### config.mk
export PLATFORM = sky130hd
export DESIGN_NAME = ufc_regs
export DESIGN_NICKNAME = d
export VERILOG_FILES = /design/src/hdl/ufc_pkg.sv /design/src/hdl/ufc_regs.sv
export SDC_FILE = /design/constraint.sdc
export NUM_CORES = 1
export LEC_CHECK = 0
export ABC_AREA = 1
export BUFFER_PORTS_ARGS = -buffer_cell sky130_fd_sc_hd__buf_2
export CORE_MARGIN = 4
export CORE_UTILIZATION = 54
export DETAILED_ROUTE_END_ITERATION = 12
export GPL_TIMING_DRIVEN = 0
export PLACE_DENSITY = 0.8
export SYNTH_ARGS = -nofsm -noshare
export SYNTH_HDL_FRONTEND = slang
export SYNTH_SLANG_ARGS = --single-unit
export TNS_END_PERCENT = 10
### constraint.sdc
create_clock -name pclk -period 3.37 [get_ports pclk]
set_input_delay 0.5055 -clock pclk [delete_from_list [all_inputs] [get_ports pclk]]
set_output_delay 0.5055 -clock pclk [all_outputs]
set_load 0.01 [all_outputs]
### src/hdl/ufc_pkg.sv
// ufc_pkg: register map, field layout and carrier types of the flow register group
`default_nettype none
package ufc_pkg;
  // register indices; printed offsets are not all multiples of four, byte address = 4 * index
  localparam logic [7:0] IDX_RESUME_FIRST = 8'h0B;
  localparam logic [7:0] IDX_RESUME_SECOND = 8'h0C;
  localparam logic [7:0] IDX_HALT_FIRST = 8'h0D;
  localparam logic [7:0] IDX_HALT_SECOND = 8'h0E;
  localparam logic [7:0] IDX_FLOW_STATUS = 8'h0F;
  localparam logic [7:0] IDX_TX_IRQ_THR = 8'h10;
  localparam logic [7:0] IDX_RX_IRQ_THR = 8'h11;
  localparam logic [7:0] IDX_FLOW_LOW = 8'h12;
  localparam logic [7:0] IDX_FLOW_HIGH = 8'h13;
  localparam logic [7:0] IDX_PRESCALE = 8'h14;
  localparam logic [7:0] IDX_RX_COUNT = 8'h15;
  localparam logic [7:0] IDX_TX_COUNT = 8'h16;
  // registers of our own: special function, enhanced features, sample clock
  localparam logic [7:0] IDX_SPECIAL_FUNC = 8'h07;
  localparam logic [7:0] IDX_FEATURE = 8'h02;
  localparam logic [7:0] IDX_SAMPLE_CLOCK = 8'h18;
  localparam int ADDR_W = 12;
  localparam int IDX_LSB = 2;
  // field positions
  localparam int SFR_RX_SEL_BIT = 6;
  localparam int SFR_TX_SEL_BIT = 7;
  localparam int FEAT_TXFLOW_LO = 2;
  localparam int FEAT_ENHANCED_BIT = 4;
  localparam int FEAT_SPECIAL_BIT = 5;
  localparam int FEAT_AUTO_RTS_BIT = 6;
  localparam int FEAT_HALT_IRQ_BIT = 7;
  localparam int ST_TERMINATE_BIT = 0;
  localparam int ST_REMOTE_DIS_BIT = 1;
  localparam int ST_FLOWCHAR_BIT = 2;
  localparam int ST_SPECIAL_BIT = 3;
  localparam logic [7:0] RESET_BYTE = 8'h00;
  localparam logic [3:0] RESET_NIBBLE = 4'h0;
  localparam logic [23:0] ZERO_PAD = 24'h000000;
  localparam logic [1:0] TXFLOW_OFF = 2'h0;
  localparam logic [1:0] TXFLOW_SECOND = 2'h1;
  // interrupt priority level for the character-detect source
  localparam logic [3:0] IRQ_LEVEL_CHAR = 4'h6;

  typedef struct packed {
    logic [3:0] m_field;
    logic [3:0] n_field;
  } ufc_prescale_t;

  // datapath view presented to this register group
  typedef struct packed {
    logic [7:0] rx_fill;
    logic [7:0] lsq_fill;
    logic [7:0] tx_fill;
    logic remote_terminate;
    logic flow_char_seen;
    logic special_char_seen;
    logic halt_or_rts_sent;
  } ufc_dp_t;

  typedef enum logic [1:0] {
    UFC_TXF_IDLE = 2'b00,
    UFC_TXF_HALT = 2'b01,
    UFC_TXF_RESUME = 2'b11
  } ufc_txflow_t;
endpackage : ufc_pkg
`default_nettype wire

### src/hdl/ufc_regs.sv
// ufc_regs: flow characters, thresholds, prescale, fill counters over APB
//
// Behaviour
// - two resume characters, read-write, reset zero
// - two halt characters, read-write, reset zero
// - status bit0 shows remote terminate
// - status bit1 shows remote transmit disable
// - bit2 sets on flow char, read clears
// - bit3 sets on special char; 7:4 zero
// - detect bits feed interrupt level six
// - transmit interrupt threshold register, reset zero
// - receive interrupt threshold register, reset zero
// - flow control low threshold, reset zero
// - flow control high threshold, reset zero
// - prescale N low nibble, M high
// - special bit6 selects receive or status count
// - receive fill count read-only, reset zero
// - line-status queue count read-only, reset zero
// - special bit7 selects transmit count or sample
// - transmit fill count read-only, reset zero
// - auto request-to-send by high/low thresholds
// - insert halt/resume chars by thresholds
`default_nettype none
module ufc_regs (
  // apb slave
  input wire logic pclk,
  input wire logic presetn,
  input wire logic psel,
  input wire logic penable,
  input wire logic pwrite,
  input wire logic [ufc_pkg::ADDR_W-1:0] paddr,
  input wire logic [31:0] pwdata,
  output logic [31:0] prdata,
  output logic pready,
  output logic pslverr,
  // datapath status, same clock
  input wire ufc_pkg::ufc_dp_t dp_status,
  // flow control and interrupt conditions
  output logic rts_n,
  output logic send_halt,
  output logic send_resume,
  output logic [7:0] flow_char,
  output logic rx_irq_cond,
  output logic tx_irq_cond,
  output logic char_irq,
  output logic [3:0] char_irq_level,
  // baud generator settings
  output ufc_pkg::ufc_prescale_t prescale,
  output logic [3:0] sample_clock
);
  import ufc_pkg::*;

  // programmed characters and levels
  logic [7:0] resume_char_first;
  logic [7:0] resume_char_second;
  logic [7:0] halt_char_first;
  logic [7:0] halt_char_second;
  logic [7:0] tx_irq_threshold;
  logic [7:0] rx_irq_threshold;
  logic [7:0] flow_low_threshold;
  logic [7:0] flow_high_threshold;
  logic [7:0] special_function_reg;
  logic [7:0] feature_reg;
  // read-clear detect flags and the read path
  logic flowchar_flag;
  logic special_flag;
  logic [7:0] next_rdata;
  logic known;
  // in-band flow state; gray order idle, halt, resume
  ufc_txflow_t txflow;

  // decode word index from the byte address
  function automatic logic [7:0] reg_index(input logic [ADDR_W-1:0] a);
    reg_index = a[IDX_LSB +: 8];
  endfunction : reg_index

  // pick one character of a pair; mode 01 uses the second, the others the first,
  // so the reserved mode falls back to the first pair rather than to nothing
  function automatic logic [7:0] pick_char(input logic [1:0] mode, input logic [7:0] c_first,
                                           input logic [7:0] c_second);
    pick_char = (mode == TXFLOW_SECOND) ? c_second : c_first;
  endfunction : pick_char

  // a transfer counts only in its access phase; the setup cycle has no effect
  wire logic [7:0] idx = reg_index(paddr);
  wire logic access = psel & penable;
  wire logic wr = access & pwrite;
  // a status read clears the detect flags at its access edge
  wire logic rd_status = access & ~pwrite & (idx == IDX_FLOW_STATUS);
  // enhanced mode gates both automatic flow mechanisms
  wire logic enhanced = feature_reg[FEAT_ENHANCED_BIT];
  wire logic [1:0] txflow_mode = feature_reg[FEAT_TXFLOW_LO +: 2];

  // flow characters; zero-wait slave so a write lands at the access edge,
  // and any byte is accepted since the pairs are compared only downstream
  always_ff @(posedge pclk or negedge presetn) begin
    if (!presetn) begin
      resume_char_first <= RESET_BYTE;
      resume_char_second <= RESET_BYTE;
      halt_char_first <= RESET_BYTE;
      halt_char_second <= RESET_BYTE;
    end else if (wr) begin
      case (idx)
        IDX_RESUME_FIRST: resume_char_first <= pwdata[7:0];
        IDX_RESUME_SECOND: resume_char_second <= pwdata[7:0];
        IDX_HALT_FIRST: halt_char_first <= pwdata[7:0];
        IDX_HALT_SECOND: halt_char_second <= pwdata[7:0];
        default: begin
        end
      endcase
    end
  end

  // interrupt and flow thresholds; no ordering between low and high is
  // enforced, so a low above high simply makes the hysteresis band empty
  always_ff @(posedge pclk or negedge presetn) begin
    if (!presetn) begin
      tx_irq_threshold <= RESET_BYTE;
      rx_irq_threshold <= RESET_BYTE;
      flow_low_threshold <= RESET_BYTE;
      flow_high_threshold <= RESET_BYTE;
    end else if (wr) begin
      case (idx)
        IDX_TX_IRQ_THR: tx_irq_threshold <= pwdata[7:0];
        IDX_RX_IRQ_THR: rx_irq_threshold <= pwdata[7:0];
        IDX_FLOW_LOW: flow_low_threshold <= pwdata[7:0];
        IDX_FLOW_HIGH: flow_high_threshold <= pwdata[7:0];
        default: begin
        end
      endcase
    end
  end

  // prescale; m codes above two are stored as written, the baud generator
  // is expected to cope, software is asked to avoid them
  always_ff @(posedge pclk or negedge presetn) begin
    if (!presetn) begin
      prescale <= '0;
    end else if (wr && idx == IDX_PRESCALE) begin
      prescale <= pwdata[7:0];
    end
  end

  // special function and feature bits select views and flow modes;
  // they change at once, a transfer in flight downstream is not waited for
  always_ff @(posedge pclk or negedge presetn) begin
    if (!presetn) begin
      special_function_reg <= RESET_BYTE;
      feature_reg <= RESET_BYTE;
    end else if (wr) begin
      case (idx)
        IDX_SPECIAL_FUNC: special_function_reg <= pwdata[7:0];
        IDX_FEATURE: feature_reg <= pwdata[7:0];
        default: begin
        end
      endcase
    end
  end

  // sample clock shares 16h with the transmit count; only while bit7 is
  // clear does a write reach it, otherwise the write is dropped silently
  // because the count view is read-only
  always_ff @(posedge pclk or negedge presetn) begin
    if (!presetn) begin
      sample_clock <= RESET_NIBBLE;
    end else if (wr && idx == IDX_TX_COUNT && !special_function_reg[SFR_TX_SEL_BIT]) begin
      sample_clock <= pwdata[3:0];
    end
  end

  // sticky detect flags; a detect in the reading cycle survives the clear,
  // so an event in the access cycle is kept, though one landing in the setup cycle is cleared unread
  always_ff @(posedge pclk or negedge presetn) begin
    if (!presetn) begin
      flowchar_flag <= 1'b0;
    end else begin
      flowchar_flag <= dp_status.flow_char_seen | (flowchar_flag & ~rd_status);
    end
  end

  // special-character flag follows the same set-wins rule; it is kept
  // apart so each source can be traced on its own
  always_ff @(posedge pclk or negedge presetn) begin
    if (!presetn) begin
      special_flag <= 1'b0;
    end else begin
      special_flag <= dp_status.special_char_seen | (special_flag & ~rd_status);
    end
  end

  // read mux; reserved status bits and unmapped words read zero
  // the shared words at 15h and 16h follow the special function bits,
  // and a view switch takes effect on the very next read; no read here
  // has a side effect except the status word
  always_comb begin
    next_rdata = RESET_BYTE;
    known = 1'b1;
    case (idx)
      IDX_RESUME_FIRST: next_rdata = resume_char_first;
      IDX_RESUME_SECOND: next_rdata = resume_char_second;
      IDX_HALT_FIRST: next_rdata = halt_char_first;
      IDX_HALT_SECOND: next_rdata = halt_char_second;
      IDX_FLOW_STATUS: begin
        next_rdata[ST_TERMINATE_BIT] = dp_status.remote_terminate;
        next_rdata[ST_REMOTE_DIS_BIT] = dp_status.halt_or_rts_sent;
        next_rdata[ST_FLOWCHAR_BIT] = flowchar_flag;
        next_rdata[ST_SPECIAL_BIT] = special_flag;
      end
      IDX_TX_IRQ_THR: next_rdata = tx_irq_threshold;
      IDX_RX_IRQ_THR: next_rdata = rx_irq_threshold;
      IDX_FLOW_LOW: next_rdata = flow_low_threshold;
      IDX_FLOW_HIGH: next_rdata = flow_high_threshold;
      IDX_PRESCALE: next_rdata = prescale;
      IDX_RX_COUNT: begin
        // polarity taken from the prose: bit6 set shows the receive count
        if (special_function_reg[SFR_RX_SEL_BIT]) begin
          next_rdata = dp_status.rx_fill;
        end else begin
          next_rdata = dp_status.lsq_fill;
        end
      end
      IDX_TX_COUNT: begin
        if (special_function_reg[SFR_TX_SEL_BIT]) begin
          next_rdata = dp_status.tx_fill;
        end else begin
          next_rdata = {RESET_NIBBLE, sample_clock};
        end
      end
      IDX_SPECIAL_FUNC: next_rdata = special_function_reg;
      IDX_FEATURE: next_rdata = feature_reg;
      default: known = 1'b0;
    endcase
  end

  // apb answer: ready in the first cycle of the access phase, registered, so the
  // slave never inserts wait states; a master that holds penable longer
  // sees ready only once, at the first access edge
  always_ff @(posedge pclk or negedge presetn) begin
    if (!presetn) begin
      pready <= 1'b0;
    end else begin
      pready <= psel & ~penable;
    end
  end

  // error flags an unmapped index and rides only with the ready pulse,
  // so a refused write never half-lands in a register
  always_ff @(posedge pclk or negedge presetn) begin
    if (!presetn) begin
      pslverr <= 1'b0;
    end else begin
      pslverr <= psel & ~penable & ~known;
    end
  end

  // read data is taken at the setup edge; a read-clear lands one edge later,
  // so the word shows the flags as they stood before the clear
  always_ff @(posedge pclk or negedge presetn) begin
    if (!presetn) begin
      prdata <= '0;
    end else begin
      prdata <= {ZERO_PAD, next_rdata};
    end
  end

  // automatic request-to-send with hysteresis: inactive (high) once the
  // fill reaches high, active again only below low; between the two
  // levels the last state holds, which keeps the pin from chattering
  // when the fill hovers around one level
  always_ff @(posedge pclk or negedge presetn) begin
    if (!presetn) begin
      rts_n <= 1'b0;
    end else if (!(enhanced && feature_reg[FEAT_AUTO_RTS_BIT])) begin
      rts_n <= 1'b0;
    end else if (dp_status.rx_fill >= flow_high_threshold) begin
      rts_n <= 1'b1;
    end else if (dp_status.rx_fill < flow_low_threshold) begin
      rts_n <= 1'b0;
    end
  end

  // in-band transmit flow: one request pulse per threshold crossing
  // a halt is asked for only when the fill passes high, a resume only after
  // a halt, so while the flow stays enabled the remote never sees two halts without a resume between
  always_ff @(posedge pclk or negedge presetn) begin
    if (!presetn) begin
      txflow <= UFC_TXF_IDLE;
      send_halt <= 1'b0;
      send_resume <= 1'b0;
      flow_char <= RESET_BYTE;
    end else begin
      send_halt <= 1'b0;
      send_resume <= 1'b0;
      if (!enhanced || txflow_mode == TXFLOW_OFF) begin
        txflow <= UFC_TXF_IDLE;
      end else begin
        case (txflow)
          UFC_TXF_IDLE, UFC_TXF_RESUME: begin
            if (dp_status.rx_fill > flow_high_threshold) begin
              txflow <= UFC_TXF_HALT;
              send_halt <= 1'b1;
              flow_char <= pick_char(txflow_mode, halt_char_first, halt_char_second);
            end
          end
          UFC_TXF_HALT: begin
            if (dp_status.rx_fill < flow_low_threshold) begin
              txflow <= UFC_TXF_RESUME;
              send_resume <= 1'b1;
              flow_char <= pick_char(txflow_mode, resume_char_first, resume_char_second);
            end
          end
          default: txflow <= UFC_TXF_IDLE;
        endcase
      end
    end
  end

  // threshold conditions; priority encoding lives in the interrupt block
  always_ff @(posedge pclk or negedge presetn) begin
    if (!presetn) begin
      rx_irq_cond <= 1'b0;
      tx_irq_cond <= 1'b0;
    end else begin
      rx_irq_cond <= dp_status.rx_fill >= rx_irq_threshold;
      tx_irq_cond <= dp_status.tx_fill <= tx_irq_threshold;
    end
  end

  // character-detect source at its fixed level; the feature bit masks it,
  // while the status flags themselves keep recording events
  always_ff @(posedge pclk or negedge presetn) begin
    if (!presetn) begin
      char_irq <= 1'b0;
      char_irq_level <= RESET_NIBBLE;
    end else begin
      char_irq <= feature_reg[FEAT_HALT_IRQ_BIT] & (flowchar_flag | special_flag);
      char_irq_level <= IRQ_LEVEL_CHAR;
    end
  end
endmodule : ufc_regs
`default_nettype wire

After elaboration in Yosys (flattened, before gate mapping)
Index checks and enable logic that the tools add are counted.
Word-level totals
  register bits after elaboration: 121
  bits of input ports: 77
  output and inout bits: 64
Operators by class
  multiplexer cells: 23
  eq/ne operators: 22
  reduce and logical (&&, ||, !) cells: 24
  magnitude comparators: 5
  bitwise gates (word level): 17
Operators with widths (number)
  8-bit by 5-bit equality test with 1-bit output, second input constant: 7
  4-bit one-hot mux with 14 select lines: 1
  4-bit one-hot mux with 13 select lines: 1
  8-bit two-way mux: 6
  8-bit by 4-bit equality test with 1-bit output, second input constant: 5
  2-bit AND reduction: 11
  8-bit >= comparator: 2
  8-bit one-hot mux with 2 select lines: 1
  14-bit OR reduction: 1
  1-bit two-way mux: 10
  1-bit bitwise AND: 9
  8-bit by 2-bit equality test with 1-bit output, second input constant: 1
  8-bit by 3-bit equality test with 1-bit output, second input constant: 1
  8-bit > comparator: 1
  8-bit <= comparator: 1
  8-bit less-than comparator: 1
  2-bit two-way mux: 3
  3-bit != test, second input constant: 2
  1-bit inverter: 5
  2-bit by 1-bit equality test with 1-bit output, second input constant: 2
  1-bit logical AND: 4
  2-bit zero test: 2
  2-bit != test, second input constant: 2
  2-bit one-hot mux with 2 select lines: 1
  8 further kinds: 11

Depth between registers and ports, before layout
  word-level depth: 6
  depth in mapped cells: 14
  depth with buffers taken out: 14

Least setup slack after synthesis
Ideal clock, no wire load.
  path type: input port to flip-flop
  start: input dp_status[27] (netlist name)
  end: register flow_char[0]
  data arrival time: 1.739 ns
  setup time: 0.119 ns
  stages on the path: 10
  slack: 1.513 ns
  path through: ha_1 > nand2_1 > nor2_1 > nand2_1 > nand2_1 > nand2_1 > nand2_1 > nand3_1 > nand2_1 > nand2_1
On the way
  cells in the longest elaborated chain, start to end: 3
  elaborated cells on any way between the ends: 5
  those cells by class: 2 x order compare; 2 x eq/ne; 1 x reduce/logical
Ends and longest elaborated chain
  from (decl): RTL line ufc_regs.sv:37  | input wire ufc_pkg::ufc_dp_t dp_status,
  8-bit less-than comparator or 8-bit > comparator (tied branches): RTL line ufc_regs.sv:306, ufc_regs.sv:299
  2-bit != test (no source line)
  4-bit AND reduction (no source line) *
  to (signal assigned): RTL line ufc_regs.sv:302  | flow_char <= pick_char(txflow_mode, halt_char_first, halt_char_second);
  to (signal assigned): RTL line ufc_regs.sv:309  | flow_char <= pick_char(txflow_mode, resume_char_first, resume_char_second);
  to (decl): RTL line ufc_regs.sv:42  | output logic [7:0] flow_char,
Mark *: on every way between the ends. The rest lies on a longest branch, timed or not.
A chain may end at the register's enable or synchronous reset.

Worst setup path in the final report
  start: register flow_high_threshold[7]
  end: register flow_char[5]
On the way
  cells in the longest elaborated chain, start to end: 3
Ends and longest elaborated chain
  from (decl): RTL line ufc_regs.sv:61  | logic [7:0] flow_high_threshold;
  from (signal assigned): RTL line ufc_regs.sv:127  | IDX_FLOW_HIGH: flow_high_threshold <= pwdata[7:0];
  8-bit > comparator: RTL line ufc_regs.sv:299  | if (dp_status.rx_fill > flow_high_threshold) begin
  2-bit != test (no source line)
  4-bit AND reduction (no source line)
No other way between the ends.

==> results summary <==
The run finished with clean final reports. The die extent in y is 121 um. The clock period could shrink to 2.17 ns. Yosys printed 0 warnings. The number of gates resized after CTS came out at 0. For this design the top-level I/O count stands at 141. At the pin with the least slew margin, the transition time is 0.830 ns. The startpoint of the most critical setup path is flow_high_threshold[7]. The maximum frequency from static timing analysis is 0.461 GHz. The final-report hold violation count is 0. The worst register-to-register path ends at flow_char[5]. Dividing the detail-routed via count by the number of cells gives 5.54. The signed area change from the synthesized netlist to the final layout is 19.4%. The number of antenna violations at the first check in global routing came to 0. The part of the cycle the worst path needs is 64.3%.

The placeable core region came out at 12,600 sq um. The summed negative setup slack over all endpoints came out at 0 ns. The mean instance size in the synthesized netlist is 7.98 sq um. The post-DP HPWL came out at 14,700 um.

The biggest fanout along the worst timing path came out at 10. Timing analysis after detailed placement gives a worst setup slack of 0.982 ns. The largest total area in the synthesized netlist belongs to dfrtp_1. The via count of the first global-routing pass came out at 5,862.

In this run the critical register-to-register path is launched from flow_high_threshold[7]. For this run, the register share of the synthesized area comes to 43.8%. The number of hold buffers added after CTS came out at 1.

STA classifies the critical path startpoint as a flop. The die outline width is 121 um. The cell sitting at the root of the clock tree is a clkbuf_16. After detailed routing, the number of remaining DRC violations is 0. The path with the worst hold slack has its endpoint at pready. In the final design database the tool counted 1,109 nets.

For flop-to-flop paths, the worst setup slack is 1.20 ns. Setup repair after global routing left no endpoint under its margin. Summing every instance area after synthesis gives 6910 sq um. The clock passes through at most 2 buffers. The total overflow left after global routing is 0. The worst setup skew after layout is 0.00585 ns. At the worst endpoint, the arrival time is 2.47 ns.

For this design the static power due to leakage is 4.19 nW. The depth of the worst hold-timing path came out at 2. The number of max-cap violations is 0. The number of CTS-inserted buffers is 17. The maximum level of the CTS H-tree came out at 4.

In this run the tool buffered the top-level ports with 86 buffer cells. The number of iterations in the first detailed-routing pass is 5. The clock-pin slew on the worst setup and hold paths came out at 0.05 ns. The synthesized design devotes to its leading area cell type 43.8% of total area. The total detailed-routing wirelength is 20,200 um. The final antenna diode count is 0. The number of buffers inserted to repair setup after CTS came out at 0. In the synthesized netlist the dominant register cell turns out to be dfrtp_1. After floorplanning, the core was divided into 41 placement rows. The count of nets left with antenna violations after detail routing is 0. The worst path setup slack after routing is 1.20 ns. STA puts the critical path data required time at 3.67 ns. The worst-case reg-to-reg path depth came out at 11. The final count of pins violating max slew came out at 0. The critical path start-end classification is reg2reg. The first routing iteration left 792 violations.

The wire length of the first global-routing pass came out at 31,700 um. The die outline area came out at 14,700 sq um. Setup violations remaining at the end of the flow were counted as 0. The clock drives 121 sinks. The number of synthesized flops with an enable pin is 0. The post-synthesis cell count is 866. The total via count in the routed design came out at 6,543. The maximum VDD drop came out at 299 uV. The normalized max-slew margin came out at 44.6%. After synthesis, the cell types taking the most area are dfrtp_1 44%, nand2_1 14%, o21ai_0 8.0%, ha_1 6.2%, inv_1 4.0%. The synthesized netlist contains 38 unique library cells. In this run the worst hold path is classified as in2reg. The initial cell density of the core is 55.0%.

The nature of the critical path endpoint is a flop. The fraction of registers with async set or reset after synthesis is 100%. For this design the ratio of total power to cell area is 424 nW/um^2. The congestion estimate from routability-driven global placement came to 0.960. The beginning of the worst hold path is penable. The overall routing resource usage came out at 28.3%.

The fraction of final layout cells with drive strength greater than 1 came out at 20.3%. TritonCTS built the clock tree. Clock latency on the worst-skew pair, taken at its later pin, is 0.42 ns. The final routed wire length divided by cell count came out at 17.1 um.

After synthesis the netlist holds a flip-flop and latch count of 121. The pin count of the biggest net entering global routing came out at 102.
cell families after synthesis:
logic type,synth area share (%)
buffers and inverters,9.54
AND/OR/NAND/NOR,26.9
other,0.109
adder cells (fa/ha/maj),6.15
AO/OA/AOI/OAI,13.4
flip-flops,43.8
multiplexers,0.145
metal layers:
metal  global-route usage (%)  part of all wire, %  vias up
met2                     41.4                   44      396
met5                        0                    0        -
met1                     41.4                   41     3042
li1                         -                    -     3059
met3                     6.29                   12       46
met4                     10.4                  3.0        0
worst max-delay path, stage by stage (launching register included):
cell and delay [ns]:
dfrtp_1 0.36, inv_1 0.07, ha_1 0.29, nand2_1 0.07, nor2_1 0.16, nand2_1 0.07, nand2_1 0.11, nand2_1 0.13
nand2_1 0.26, nand3_1 0.32, nand2_1 0.16, nand2_1 0.06
synth_stat cells (2+ instances only):
master / n
nor2_4: 4
nand3_1: 37
nor2_1: 47
ha_1: 34
nand2_1: 253
a21oi_1: 23
buf_6: 6
nand3_4: 2
clkbuf_1: 9
nor3_1: 11
conb_1: 2
nand4_1: 29
nand2_2: 13
o211ai_1: 3
buf_2: 8
nor2_2: 2
dfrtp_1: 121
nor2_8: 2
clkinv_1: 2
nor3_4: 2
nand2_4: 2
o21ai_1: 7
o21bai_1: 2
o21ai_0: 110
o21ai_2: 16
inv_2: 4
buf_4: 29
inv_1: 74
o21a_1: 3
power by group:
part	leakage [nW]	switching (W)	internal (W)
Sequential	1.63	0.0000150	0.00148
Combinational	2.30	0.000194	0.0000973
Clock	0.263	0.000621	0.00110
Total	4.19	0.000830	0.00267
worst max-delay path by stage:
stage	to
6_report	flow_char[5]
5_1_grt	flow_char[3]
4_1_cts	flow_char[5]
3_5_place_dp	flow_char[5]
3_3_place_gp	rx_irq_threshold[5]
2_1_floorplan	flow_char[0]
area by class of cell:
class	instances	area (sq um)
buffer	52	359
clock buffer	23	458
clock inverter	8	97.6
fill	1083	4320
inverter	80	300
multi-input combinational	638	3320
sequential	121	3030
tap	172	215
timing repair buffer	88	474
through the flow:
stage               instances  power, W  hold slack [ns]  area (sq um)  utilization [%]
floorplan                 891   0.00167            0.210          7010                -
finish                   1182   0.00350            0.315          8250             65.6
detailed placement       1150   0.00180            0.363          7680             61.1
CTS                      1182   0.00351            0.303          8250             65.6
global placement         1149   0.00179            0.453          7650             60.9
global route             1182   0.00362            0.309          8250             65.6
placed cells by master (no fill, tap or decap), types with 2 or more instances in the layout:
cell and instances:
buf_6 7, nor2_1 47, buf_2 93, nor2_2 2, a21oi_1 23, o211ai_1 3
nand3_4 2, nand4_1 29, o21ai_0 110, bufinv_16 2, nor2_8 2, buf_4 29
o21a_1 3, nand2_2 13, nor3_1 11, ha_1 34, conb_1 27, inv_1 74
dfrtp_1 121, o21ai_2 16, clkinvlp_4 3, clkbuf_16 17, clkbuf_1 14, nand2_1 253
nor2_4 4, clkinv_2 3, nand2_4 2, nand3_1 37, o21bai_1 2, clkinv_1 2
nor3_4 2, o21ai_1 7, inv_2 4
Note: power is estimated with default switching activity, not from simulation.
